File: config.mk
export PLATFORM = sky130hd
export DESIGN_NAME = ffc_fifo_port_ctrl
export DESIGN_NICKNAME = d
export VERILOG_FILES = /design/src/pkg/ffc_pkg.sv /design/src/pkg/ffc_stream_if.sv /design/src/core/ffc_two_entry_buf.sv /design/src/core/ffc_parity_check.sv /design/src/core/ffc_fifo_port_ctrl.sv
export SDC_FILE = /design/constraint.sdc
export NUM_CORES = 2
export LEC_CHECK = 0
export BUFFER_PORTS_ARGS = -buffer_cell sky130_fd_sc_hd__buf_2
export CAP_MARGIN = 20
export CORE_UTILIZATION = 45
export DETAILED_ROUTE_END_ITERATION = 8
export PLACE_DENSITY = 0.64
export SLEW_MARGIN = 20
export SYNTH_ARGS = -nofsm -noshare
export SYNTH_HDL_FRONTEND = slang
export SYNTH_HIERARCHICAL = 1
export SYNTH_SLANG_ARGS = --single-unit
File: constraint.sdc
create_clock -name clk -period 8.2 [get_ports clk]
set_input_delay 0.82 -clock clk [delete_from_list [all_inputs] [get_ports clk]]
set_output_delay 0.82 -clock clk [all_outputs]
set_load 0.005 [all_outputs]
File: src/pkg/ffc_pkg.sv
// Functional notes
// - Reset may change at any moment.
// - Reset clears pointers; full/empty/almost-empty low, almost-full high.
// - Reset drives both mail pending flags high.
// - Full flag rises second edge after release.
// - Offset register loads selects at release.
// - Port A drives only when select, write/read low.
// - FIFO write needs five qualifying port A conditions.
// - Port B drives only when select, write/read low.
// - Mail writes lower flags; opposite reads raise them.
// - Parity errors derived combinationally, follow odd/even.
// - Parity bits at 8, 17, 26, 35.
// - Mail1 write propagates onto driving port B.
// - Offset codes 11/10/01/00 give 16/12/8/4.
// - FIFO read needs five qualifying port B conditions.
// - FIFO writes ignored while full flag is low.
// - Mailbox select high writes mail1, not FIFO.
package ffc_pkg;
  localparam int DATA_W   = 36;
  localparam int DEPTH    = 64;
  localparam int ADDR_W   = 6;
  localparam int PTR_W    = 7;
  localparam int BYTE_W   = 9;
  localparam int LANES    = 4;
  localparam int PAR_POS  = 8;
  localparam int BUF_SLOTS = 2;
  localparam int RESET_MIN_EDGES = 4;
  localparam int FULL_RISE_EDGE  = 2;

  localparam logic [PTR_W-1:0] FIFO_DEPTH  = 7'h40;
  localparam logic [PTR_W-1:0] PTR_RESET   = 7'h00;
  localparam logic [PTR_W-1:0] PTR_STEP    = 7'h01;
  localparam logic [PTR_W-1:0] OFFSET_11   = 7'h10;
  localparam logic [PTR_W-1:0] OFFSET_10   = 7'h0C;
  localparam logic [PTR_W-1:0] OFFSET_01   = 7'h08;
  localparam logic [PTR_W-1:0] OFFSET_00   = 7'h04;
  localparam logic [PTR_W-1:0] OFFSET_RESET = OFFSET_00;
  localparam logic [DATA_W-1:0] MAIL_RESET = 36'h0_0000_0000;
  localparam logic [DATA_W-1:0] OUT_RESET  = 36'h0_0000_0000;

  typedef enum logic [1:0] {
    REL_CAPTURE = 2'b00,
    REL_WAIT    = 2'b01,
    REL_RUN     = 2'b10
  } ffc_release_type;

  function automatic logic [PTR_W-1:0] ffc_offset_decode(
    input logic hi,
    input logic lo
  );
    logic [PTR_W-1:0] val;
    unique case ({hi, lo})
      2'b11: val = OFFSET_11;
      2'b10: val = OFFSET_10;
      2'b01: val = OFFSET_01;
      2'b00: val = OFFSET_00;
    endcase
    return val;
  endfunction
endpackage

File: src/pkg/ffc_stream_if.sv
`timescale 1ns/100ps
interface ffc_stream_if;
  import ffc_pkg::*;
  logic              valid;
  logic              ready;
  logic [DATA_W-1:0] data;
  modport src (output valid, output data, input ready);
  modport snk (input valid, input data, output ready);
endinterface

File: src/core/ffc_two_entry_buf.sv
`timescale 1ns/100ps
module ffc_two_entry_buf
  import ffc_pkg::*;
(
  input  wire logic   clk,
  input  wire logic   reset_n,
  ffc_stream_if.snk   upstream,
  ffc_stream_if.src   downstream
);
  logic [DATA_W-1:0] slot0;
  logic [DATA_W-1:0] slot1;
  logic [1:0]        count;
  logic [DATA_W-1:0] next_slot0;
  logic [DATA_W-1:0] next_slot1;
  logic [1:0]        next_count;
  logic              push;
  logic              pop;

  // Ready stalls the memory side so a stalled reader drops nothing
  assign upstream.ready   = (count != 2'h2);
  assign downstream.valid = (count != 2'h0);
  assign downstream.data  = slot0;
  assign push = upstream.valid && upstream.ready;
  assign pop  = downstream.valid && downstream.ready;

  always_comb begin
    next_slot0 = slot0;
    next_slot1 = slot1;
    next_count = count;
    if (pop) begin
      next_slot0 = slot1;
    end
    if (push) begin
      if (count == 2'h0 || (count == 2'h1 && pop)) begin
        next_slot0 = upstream.data;
      end else begin
        next_slot1 = upstream.data;
      end
    end
    next_count = 2'(count + {1'b0, push} - {1'b0, pop});
  end

  always_ff @(posedge clk or negedge reset_n) begin
    if (!reset_n) begin
      slot0 <= OUT_RESET;
      slot1 <= OUT_RESET;
      count <= 2'h0;
    end else begin
      slot0 <= next_slot0;
      slot1 <= next_slot1;
      count <= next_count;
    end
  end

  a_buf_no_overflow:
  assert property (@(posedge clk) disable iff (!reset_n)
    (count == 2'h2 && !pop) |=> count == 2'h2 && !upstream.ready)
  else $error("Buffer lost or overran a word");
endmodule

File: src/core/ffc_parity_check.sv
`timescale 1ns/100ps
module ffc_parity_check
  import ffc_pkg::*;
(
  input  wire logic [DATA_W-1:0] wordIn,
  input  wire logic              oddSel,
  input  wire logic              genEn,
  output logic      [DATA_W-1:0] wordOut,
  output logic                   parityError
);
  logic [LANES-1:0] laneBad;

  for (genvar k = 0; k < LANES; k++) begin : g_lane
    localparam int LO = k * BYTE_W;
    localparam int PB = LO + PAR_POS;
    logic dataXor;
    assign dataXor = ^wordIn[PB-1:LO];
    assign wordOut[PB-1:LO] = wordIn[PB-1:LO];
    assign wordOut[PB] = genEn ? (dataXor ^ oddSel) : wordIn[PB];
    assign laneBad[k] = (^wordOut[PB:LO]) != oddSel;
  end

  assign parityError = |laneBad;
endmodule

File: src/core/ffc_fifo_port_ctrl.sv
`timescale 1ns/100ps
module ffc_fifo_port_ctrl
  import ffc_pkg::*;
(
  input  wire logic              clk,
  input  wire logic              reset_n,
  input  wire logic              portAChipSelectLow,
  input  wire logic              portAWriteReadSel,
  input  wire logic              portAStrobe,
  input  wire logic              portAMailboxSelect,
  input  wire logic [DATA_W-1:0] portADataIn,
  output logic      [DATA_W-1:0] portADataOut,
  output logic                   portADataOe,
  input  wire logic              portBChipSelectLow,
  input  wire logic              portBWriteReadSel,
  input  wire logic              portBStrobe,
  input  wire logic              portBSizeSelHi,
  input  wire logic              portBSizeSelLo,
  input  wire logic [DATA_W-1:0] portBDataIn,
  output logic      [DATA_W-1:0] portBDataOut,
  output logic                   portBDataOe,
  input  wire logic              offsetSelectHi,
  input  wire logic              offsetSelectLo,
  input  wire logic              parityOddSel,
  input  wire logic              portAParityGenerate,
  input  wire logic              portBParityGenerate,
  output logic                   fullFlagLow,
  output logic                   almostFullLow,
  output logic                   emptyFlagLow,
  output logic                   almostEmptyLow,
  output logic                   mail1PendingLow,
  output logic                   mail2PendingLow,
  output logic                   portAParityError,
  output logic                   portBParityError
);
  localparam int SYNC_W = 2 * DATA_W + 14;

  // Pin synchronisers; no reset so data pins keep loading through reset
  logic [SYNC_W-1:0] syncMeta;
  logic [SYNC_W-1:0] syncHold;
  logic              port_a_chip_select_low;
  logic              wrA;
  logic              stbA;
  logic              mbxA;
  logic [DATA_W-1:0] dataA;
  logic              port_b_chip_select_low;
  logic              wrB;
  logic              stbB;
  logic              szHi;
  logic              szLo;
  logic [DATA_W-1:0] dataB;
  logic              fsHi;
  logic              fsLo;
  logic              oddSel;
  logic              port_a_parity_generate;
  logic              port_b_parity_generate;

  always_ff @(posedge clk) begin
    syncMeta <= {portAChipSelectLow, portAWriteReadSel, portAStrobe,
                 portAMailboxSelect, portADataIn,
                 portBChipSelectLow, portBWriteReadSel, portBStrobe,
                 portBSizeSelHi, portBSizeSelLo, portBDataIn,
                 offsetSelectHi, offsetSelectLo, parityOddSel,
                 portAParityGenerate, portBParityGenerate};
    syncHold <= syncMeta;
  end

  assign {port_a_chip_select_low, wrA, stbA, mbxA, dataA, port_b_chip_select_low, wrB, stbB, szHi, szLo,
          dataB, fsHi, fsLo, oddSel, port_a_parity_generate, port_b_parity_generate} = syncHold;

  // Storage and state
  logic [DATA_W-1:0] mem [DEPTH];
  ffc_release_type   relState;
  ffc_release_type   next_relState;
  logic [PTR_W-1:0]  wrPtr;
  logic [PTR_W-1:0]  next_wrPtr;
  logic [PTR_W-1:0]  rdPtr;
  logic [PTR_W-1:0]  next_rdPtr;
  logic [PTR_W-1:0]  offset;
  logic [PTR_W-1:0]  next_offset;
  logic [DATA_W-1:0] mail1;
  logic [DATA_W-1:0] next_mail1;
  logic [DATA_W-1:0] mail2;
  logic [DATA_W-1:0] next_mail2;
  logic              next_mail1PendingLow;
  logic              next_mail2PendingLow;
  logic [DATA_W-1:0] portBOut;
  logic [DATA_W-1:0] next_portBOut;
  logic [PTR_W-1:0]  fill;
  logic              running;
  logic              bothSize;
  logic              wrFifo;
  logic              wrMail1;
  logic              rdMail2;
  logic              rdFifo;
  logic              wrMail2;
  logic              rdMail1;
  logic              popMem;
  logic [DATA_W-1:0] wordA;
  logic [DATA_W-1:0] wordB;
  logic [DATA_W-1:0] driveB;

  ffc_stream_if memToBuf ();
  ffc_stream_if bufToOut ();

  // requests held off until release sequence ends
  assign running  = (relState == REL_RUN);
  assign bothSize = szHi && szLo;
  assign fill     = 7'(wrPtr - rdPtr);

  // flags follow reset values of the pointers
  // full flag only high once running
  assign fullFlagLow    = running && (fill != FIFO_DEPTH);
  assign almostFullLow  = 7'(FIFO_DEPTH - fill) > offset;
  assign almostEmptyLow = fill > offset;
  assign emptyFlagLow   = running && bufToOut.valid;

  // full flag low blocks the write
  assign wrFifo  = !port_a_chip_select_low && wrA && stbA && !mbxA && fullFlagLow;
  assign wrMail1 = !port_a_chip_select_low && wrA && stbA && mbxA && running;
  assign rdMail2 = !port_a_chip_select_low && !wrA && stbA && mbxA && running;
  assign rdFifo  = !port_b_chip_select_low && !wrB && stbB && emptyFlagLow && !bothSize;
  assign wrMail2 = !port_b_chip_select_low && wrB && stbB && bothSize && running;
  assign rdMail1 = !port_b_chip_select_low && !wrB && stbB && bothSize && running;

  // Memory feeds the two-entry buffer; reader stalls hold it full
  assign memToBuf.valid = (wrPtr != rdPtr);
  assign memToBuf.data  = mem[rdPtr[ADDR_W-1:0]];
  assign popMem         = memToBuf.valid && memToBuf.ready;
  assign bufToOut.ready = rdFifo;

  ffc_two_entry_buf u_buf (
    .clk        (clk),
    .reset_n    (reset_n),
    .upstream   (memToBuf),
    .downstream (bufToOut)
  );

  always_ff @(posedge clk) begin
    if (wrFifo) begin
      mem[wrPtr[ADDR_W-1:0]] <= dataA;
    end
  end

  always_comb begin
    next_relState        = relState;
    next_wrPtr           = wrPtr;
    next_rdPtr           = rdPtr;
    next_offset          = offset;
    next_mail1           = mail1;
    next_mail2           = mail2;
    next_mail1PendingLow = mail1PendingLow;
    next_mail2PendingLow = mail2PendingLow;
    next_portBOut        = portBOut;
    unique case (relState)
      REL_CAPTURE: begin
        next_offset   = ffc_offset_decode(fsHi, fsLo);
        next_relState = REL_WAIT;
      end
      REL_WAIT: begin
        next_relState = REL_RUN;
      end
      REL_RUN: begin
        next_relState = REL_RUN;
      end
      default: begin
        next_relState = REL_CAPTURE;
      end
    endcase
    if (wrFifo) begin
      next_wrPtr = 7'(wrPtr + PTR_STEP);
    end
    if (popMem) begin
      next_rdPtr = 7'(rdPtr + PTR_STEP);
    end
    if (rdFifo) begin
      next_portBOut = bufToOut.data;
    end
    // mail writes win over reads in one cycle
    if (wrMail1) begin
      next_mail1           = dataA;
      next_mail1PendingLow = 1'b0;
    end else if (rdMail1) begin
      next_mail1PendingLow = 1'b1;
    end
    if (wrMail2) begin
      next_mail2           = dataB;
      next_mail2PendingLow = 1'b0;
    end else if (rdMail2) begin
      next_mail2PendingLow = 1'b1;
    end
  end

  always_ff @(posedge clk or negedge reset_n) begin
    if (!reset_n) begin
      relState        <= REL_CAPTURE;
      wrPtr           <= PTR_RESET;
      rdPtr           <= PTR_RESET;
      offset          <= OFFSET_RESET;
      mail1           <= MAIL_RESET;
      mail2           <= MAIL_RESET;
      mail1PendingLow <= 1'b1;
      mail2PendingLow <= 1'b1;
      portBOut        <= OUT_RESET;
    end else begin
      relState        <= next_relState;
      wrPtr           <= next_wrPtr;
      rdPtr           <= next_rdPtr;
      offset          <= next_offset;
      mail1           <= next_mail1;
      mail2           <= next_mail2;
      mail1PendingLow <= next_mail1PendingLow;
      mail2PendingLow <= next_mail2PendingLow;
      portBOut        <= next_portBOut;
    end
  end

  // port A drives only with both low
  assign portADataOe = !port_a_chip_select_low && !wrA;
  // port B drives only with both low
  assign portBDataOe = !port_b_chip_select_low && !wrB;

  // mail1 goes straight to port B
  assign driveB = bothSize ? mail1 : portBOut;
  assign wordA  = portADataOe ? mail2 : dataA;
  assign wordB  = portBDataOe ? driveB : dataB;

  ffc_parity_check u_par_a (
    .wordIn      (wordA),
    .oddSel      (oddSel),
    .genEn       (port_a_parity_generate && portADataOe),
    .wordOut     (portADataOut),
    .parityError (portAParityError)
  );

  ffc_parity_check u_par_b (
    .wordIn      (wordB),
    .oddSel      (oddSel),
    .genEn       (port_b_parity_generate && portBDataOe && bothSize),
    .wordOut     (portBDataOut),
    .parityError (portBParityError)
  );

  // Sampled reset_n keeps the release edge itself out of the check
  a_full_release:
  assert property (@(posedge clk) disable iff (!reset_n)
    reset_n && relState == REL_CAPTURE |-> !fullFlagLow ##1 !fullFlagLow
      ##1 fullFlagLow)
  else $error("Full flag not raised on second edge after reset");

  a_offset_load:
  assert property (@(posedge clk) disable iff (!reset_n)
    reset_n && relState == REL_CAPTURE |=>
      offset == ffc_offset_decode($past(fsHi), $past(fsLo)))
  else $error("Offset not loaded from selects at release");

  a_hold_off:
  assert property (@(posedge clk) disable iff (!reset_n)
    !running |-> !fullFlagLow && !emptyFlagLow && !wrMail1 && !rdMail1)
  else $error("Request taken before release sequence ended");

  a_port_float:
  assert property (@(posedge clk) disable iff (!reset_n)
    (port_a_chip_select_low || wrA) |-> !portADataOe)
  else $error("Port A bus driven while deselected");

  a_port_b_float:
  assert property (@(posedge clk) disable iff (!reset_n)
    (port_b_chip_select_low || wrB) |-> !portBDataOe)
  else $error("Port B bus driven while deselected");

  a_fifo_write:
  assert property (@(posedge clk) disable iff (!reset_n)
    (!port_a_chip_select_low && wrA && stbA && !mbxA && fullFlagLow) |=>
      wrPtr == 7'($past(wrPtr) + PTR_STEP))
  else $error("Qualified write did not advance write pointer");

  a_full_ignore:
  assert property (@(posedge clk) disable iff (!reset_n)
    !fullFlagLow ##1 running |-> $stable(wrPtr))
  else $error("Write pointer moved while full flag low");

  a_mail1_write:
  assert property (@(posedge clk) disable iff (!reset_n)
    (!port_a_chip_select_low && wrA && stbA && mbxA && running) |=>
      !mail1PendingLow && mail1 == $past(dataA) && $stable(wrPtr))
  else $error("Mailbox write did not land in mail1");

  a_mail2_read:
  assert property (@(posedge clk) disable iff (!reset_n)
    (rdMail2 && !(!port_b_chip_select_low && wrB && stbB && bothSize)) |=> mail2PendingLow)
  else $error("Mail2 read did not raise its flag");

  a_fifo_read:
  assert property (@(posedge clk) disable iff (!reset_n)
    (!port_b_chip_select_low && !wrB && stbB && emptyFlagLow && !bothSize) |=>
      portBOut == $past(bufToOut.data))
  else $error("Qualified read did not load output register");

  a_mail1_pass:
  assert property (@(posedge clk) disable iff (!reset_n)
    (portBDataOe && bothSize && !port_b_parity_generate) |-> portBDataOut == mail1)
  else $error("Mail1 not presented on port B");

  a_par_gen_a:
  assert property (@(posedge clk) disable iff (!reset_n)
    (port_a_parity_generate && portADataOe) |-> !portAParityError)
  else $error("Generated parity flagged on port A");

  a_par_gen_b:
  assert property (@(posedge clk) disable iff (!reset_n)
    (port_b_parity_generate && portBDataOe && bothSize) |-> !portBParityError)
  else $error("Generated parity flagged on port B");
endmodule

* Word level (Yosys, flattened, before mapping)
Memories as Yosys holds them, arrays and structs flattened. Cells that the tools add are included.
Storage, ports and cells: bits of input ports 88, logic and storage cells 133, bits in registers 379, output and inout port bits 82, memories kept 1, RAM bits 2304
Operators by class: reductions and logical operators 62, muxes and demuxes 22, eq/ne operators 17, bitwise logic cells 9, add/sub/neg operators 6, order comparisons 2
Memories:
- mem | words 64, bits a word 36, read ports 1, clocked after memory_dff 0, write ports 1, RTL line ffc_fifo_port_ctrl.sv:72 | logic [DATA_W-1:0] mem [DEPTH];
Operators with widths (count):
- $mux W36 | 6
- $reduce_xor A9 Y1 | 8
- $reduce_xor A8 Y1 | 8
- $logic_and A1 B1 Y1 | 29
- $pmux W7 S4 | 1
- $add A7 B1 Y7 const B | 2
- $gt A7 B7 Y1 | 2
- $mux W1 | 14
- $ne A1 B1 Y1 | 8
- $reduce_or A4 Y1 | 2
- $xor A1 B1 Y1 | 8
- $ne A7 B7 Y1 | 1
- $ne A7 B7 Y1 const B | 1
- $sub A7 B7 Y7 | 1
- $sub A7 B7 Y7 const A | 1
- $eq A2 B1 Y1 const B | 3
- $eq A2 B2 Y1 const B | 3
- $logic_not A1 Y1 | 6
- $logic_not A2 Y1 | 3
- $reduce_bool A2 Y1 | 3
- $pmux W2 S2 | 1
- $add A2 B1 Y2 | 1
- $ne A2 B2 Y1 const B | 1
- $reduce_and A2 Y1 | 1
- other kinds (4) | 4

* Depth between registers and ports, before layout
word-level depth 10, depth in mapped cells 17, depth with buffers taken out 13

* Cells and area by module
Netlist, hierarchy kept.
Modules (own cells, without submodules):
- ffc_fifo_port_ctrl | area each 97995.2 um2, seq. area each 75861.5 um2, times used 1, cells an instance 4512
- ffc_two_entry_buf | area each 3270.6 um2, seq. area each 1851.8 um2, times used 1, cells an instance 206
- ffc_parity_check | area each 700.7 um2, seq. area each 0.0 um2, times used 2, cells an instance 70

* Worst setup path after synthesis
OpenSTA, ideal clock, no wires.
path type reg2reg, start register rdPtr[3], end memory mem[33][0] (enable), data arrival time 5.798 ns, buffers on the path 8, setup slack 1.929 ns, setup time 0.474 ns, clock period less this slack 6.271 ns, data required time 7.726 ns, cell stages (with the launch flop) 17, cell sequence dfrtp_1 > buf_2 > clkinv_1 > buf_2 > buf_2 > buf_2 > buf_1 > ha_1 > buf_2 > o21ai_0 > o21bai_1 > a21oi_1 > xnor2_1 > o21ai_2 > buf_2 > buf_2 > nor3_1
On the way: word-level cells in the longest chain between the ends 6
RTL lines:
- start: declaration | RTL line ffc_fifo_port_ctrl.sv:77 | logic [PTR_W-1:0] rdPtr;
- start signal: assignment | RTL line ffc_fifo_port_ctrl.sv:208 | rdPtr <= next_rdPtr;
- $sub A7 B7 Y7 | RTL line ffc_fifo_port_ctrl.sv:109 | assign fill = 7'(wrPtr - rdPtr);
- $ne A7 B7 Y1 | RTL line ffc_fifo_port_ctrl.sv:113 | assign fullFlagLow = running && (fill != FIFO_DEPTH);
- $logic_and A1 B1 Y1 | RTL line ffc_fifo_port_ctrl.sv:113
- $logic_and A1 B1 Y1 | RTL line ffc_fifo_port_ctrl.sv:119 | assign wrFifo = !port_a_chip_select_low && wrA && stbA && !mbxA && fullFlagLow;
- $mux W1 | RTL line ffc_fifo_port_ctrl.sv:140 | if (wrFifo) begin
- $mux W1 (implied by the code) | RTL line ffc_fifo_port_ctrl.sv:141 | mem[wrPtr[ADDR_W-1:0]] <= dataA;
- end: declaration | RTL line ffc_fifo_port_ctrl.sv:72
Every way passes these cells.

* Worst setup path in the final report
start register rdPtr[0], end output almostFullLow
On the way: word-level cells in the longest chain between the ends 3
RTL lines:
- $sub A7 B7 Y7 | RTL line ffc_fifo_port_ctrl.sv:109
- $sub A7 B7 Y7 | RTL line ffc_fifo_port_ctrl.sv:114 | assign almostFullLow = 7'(FIFO_DEPTH - fill) > offset;
- $gt A7 B7 Y1 | RTL line ffc_fifo_port_ctrl.sv:114
- end: declaration | RTL line ffc_fifo_port_ctrl.sv:28 | output logic almostFullLow,
Every way passes these cells.

==> flow_metrics.py <==
metrics = {
    "status": {
        "status": "complete, no violations",
    },
    "synthesis": {
        "syn_inst": 4858,
        "yosys.area_share.adder_pct": 0.275,
        "synth_edf_count": 2304,
        "yosysWarningCount": 6,
        "ys_ff_latch": 2679,
        "synth_top_family_by_area": "multiplexers",
        "synth_compound_area_share_pct": 1.30,
        "yosys-mux-area-fraction_pct": 17.6,
        "synthSimpleGateAreaFrac_pct": 2.52,
        "synth.avg_cell_area_um2": 21.1,
        "synthXorXnorAreaFrac_pct": 0.941,
        "async_flop_share_pct": 7.58,
        "syn_area_um2": 103000,
        "synth.net_count": 4968,
        "synth.distinct_cells": 68,
        "synthFlopType": "edfxtp_1",
        "ys_seq_area_share_pct": 75.7,
    },
    "finish": {
        "drive_gt1_share_pct": 32.8,
        "syn2layout_area_growth_pct": 14.3,
        "layout_common_cells": "2304 x edfxtp_1, 652 x mux4_2, 298 x clkbuf_16",
        "nNetsFinal": 5384,
        "stdcell_area_um2": 117000,
        "layout_commonest_cell": "edfxtp_1",
        "stdcell_count": 8477,
    },
    "setup_path": {
        "critPathKind": "register to primary output",
        "cp-end-kind": "primary output",
        "required_ns": 7.38,
        "cp_max_fo": 38,
        "arrival_ns": 4.75,
        "crit_path_start_kind": "register",
        "worstReg2RegStart": "rdPtr[0]",
        "cp-startpoint": "rdPtr[0]",
    },
    "global_routing": {
        "grt_pass1_vias": 50300,
        "antenna_found_initial": 27,
        "grt.total_usage_pct": 23.9,
        "grt_max_degree": 96,
        "grt_pass1_wl_um": 386000,
        "grt_overflow_total": 0,
    },
    "timing": {
        "fin_crit_sh_pct": 68.0,
        "finClkSkew_ns": 0.0499,
        "report.final.setup_viol": 0,
        "finalCriticalPeriod_ns": 5.57,
        "hold_viol": 0,
        "slew_headroom_pct": 26.2,
        "holdWs_ns": 0.0523,
        "worstMarginPinSlew_ns": 1.10,
        "drv_slew": 0,
        "rsz0062_at_grt": "no",
        "setup_ws_ns": 2.63,
        "finalSetupTns_ns": 0,
        "fmax_mhz": 179,
    },
    "cts": {
        "cts_buffers": 288,
        "ctsLongestPathBuffers": 4,
        "post_cts_resized": 0,
        "clockRootBuffer": "clkbuf_16",
        "clk_pin_slew_ns": 0.06,
        "clkSinkCount": 2679,
        "clkLatencyLatePin_ns": 0.94,
        "post-cts-setup-buffers": 0,
        "htree_levels": 5,
        "cts_tree": "done",
    },
    "die": {
        "core_area_um2": 226000,
        "die_w_um": 480,
        "fp.dieH_um": 480,
        "start_util_pct": 45.5,
        "ioPinCount": 170,
        "row_count": 174,
        "die_area_um2": 230000,
    },
    "detailed_routing": {
        "vias": 51200,
        "drc": 0,
        "dr.pass1.iters": 5,
        "wl_um": 274000,
        "drtAntennaViolNets": 0,
        "viasPerCell": 6.04,
        "drt-initial-drc-count": 7188,
        "drt-wirelength-per-cell_um": 32.3,
    },
    "pwr": {
        "leakagePower_nw": 38.4,
        "irDropWorstVdd_uv": 277,
        "power_density_nw_per_um2": 336,
    },
    "run": {
        "maxCapViolations": 0,
    },
    "placement": {
        "portBuffers": 169,
        "hpwl_um": 165000,
        "dp_cells": 7890,
        "dpl-instance-area_um2": 108000,
        "pre_cts_ws_ns": 2.80,
        "globalplace.congestion": 0.878,
    },
    "hold_path": {
        "min_path_type": "primary input to register",
        "hp-start": "portADataIn[17]",
    },
}
## path summary, 6_finish.rpt
| check | slack, ns | endpoint | cells after the start |
|---|---|---|---|
| min in group asynchronous | 0.50 | mail2[29] | 2 |
| setup reg to reg | 2.81 | mem[38][5] | 11 |
| setup / recovery | 2.63 | almostFullLow | 10 |
| hold / removal | 0.05 | syncMeta[63] | 1 |
| hold reg to reg | 0.31 | syncHold[78] | 0 |
| max in group asynchronous | 6.23 | u_buf/slot1[17] | 3 |
## cells by family after synthesis
| logic type | count (synthesis) |
|---|---|
| AOI/OAI and AO/OA | 192 |
| muxes | 953 |
| xor gates and xnor gates | 84 |
| buffers and inverters | 336 |
| and+or+nand+nor | 592 |
| adders and majority gates | 22 |
| DFF | 2679 |
## registers in the layout, indices dropped and copies added, names as in the netlist, 36 cells and up
register and cells:
portBOut 36, mem 2304, mail2 36, syncMeta 86
syncHold 86, u_buf/slot1 36, mail1 36, u_buf/downstream.data 36
## worst max-delay path, cell delays in order, from the launching register on
cell and delay, ns:
dfrtp_4 0.99, ha_1 0.33, inv_1 0.07, fa_1 0.44
a211oi_1 0.31, o21bai_1 0.12, a21oi_1 0.18, xnor2_1 0.45
nor2_1 0.26, o21ai_0 0.46, buf_2 0.20
## repair_timing
action,4_1_cts,5_1_grt
endpoints found under the hold margin,169,0
hold buffers,86,0
endpoints found under the setup margin,0,0
## power by group
part | switching, W | total (W) | internal (W)
Combinational | 0.00643 | 0.0112 | 0.00477
Sequential | 0.000570 | 0.0159 | 0.0153
Clock | 0.00514 | 0.0124 | 0.00723
Total | 0.0121 | 0.0394 | 0.0273
## per-layer routing
layer  GRT usage [%]  vias up  part of all wire [%]
li1                -    20600                     -
met1            36.8    27400                    42
met2            34.4     2829                    44
met3            4.56      352                    11
met4            7.20        2                   2.8
met5               0        -                0.0058
## synthesized netlist by cell type (all sizes together), types with 21 or more instances
| cell type | count | share of area (%) |
|---|---|---|
| edfxtp | 2304 | 67 |
| mux4 | 652 | 14 |
| nand2 | 277 | 1.0 |
| mux2 | 262 | 2.9 |
| buf | 211 | 1.2 |
| dfrtp | 200 | 4.9 |
| dfxtp | 172 | 3.4 |
| nor2 | 115 | 0.42 |
| clkbuf | 109 | 0.43 |
| nand3 | 72 | 0.35 |
| o21ai | 62 | 0.31 |
| nor3 | 59 | 0.29 |
| xnor2 | 55 | 0.47 |
| mux2i | 39 | 0.38 |
| a32oi | 23 | 0.20 |
| and3 | 22 | 0.13 |
| ha | 21 | 0.26 |
## cell type report
| cell class | count | area (µm²) |
|---|---|---|
| multi-input combinational | 1843 | 23600 |
| inverter | 16 | 66.3 |
| clock buffer | 375 | 7900 |
| tap | 2992 | 3740 |
| antenna | 14 | 35.0 |
| timing repair buffer | 446 | 3270 |
| clock inverter | 112 | 962 |
| sequential | 2679 | 77800 |
| fill | 17400 | 108000 |
## per-stage QoR
stage | total power, W | util [%]
after floorplan | 0.0232 | -
after global placement | 0.0271 | 47.6
after detailed placement | 0.0272 | 47.7
after CTS | 0.0396 | 52.0
after global routing | 0.0407 | 52.0
final | 0.0394 | 52.0
Power figures use the tool's default switching activity.
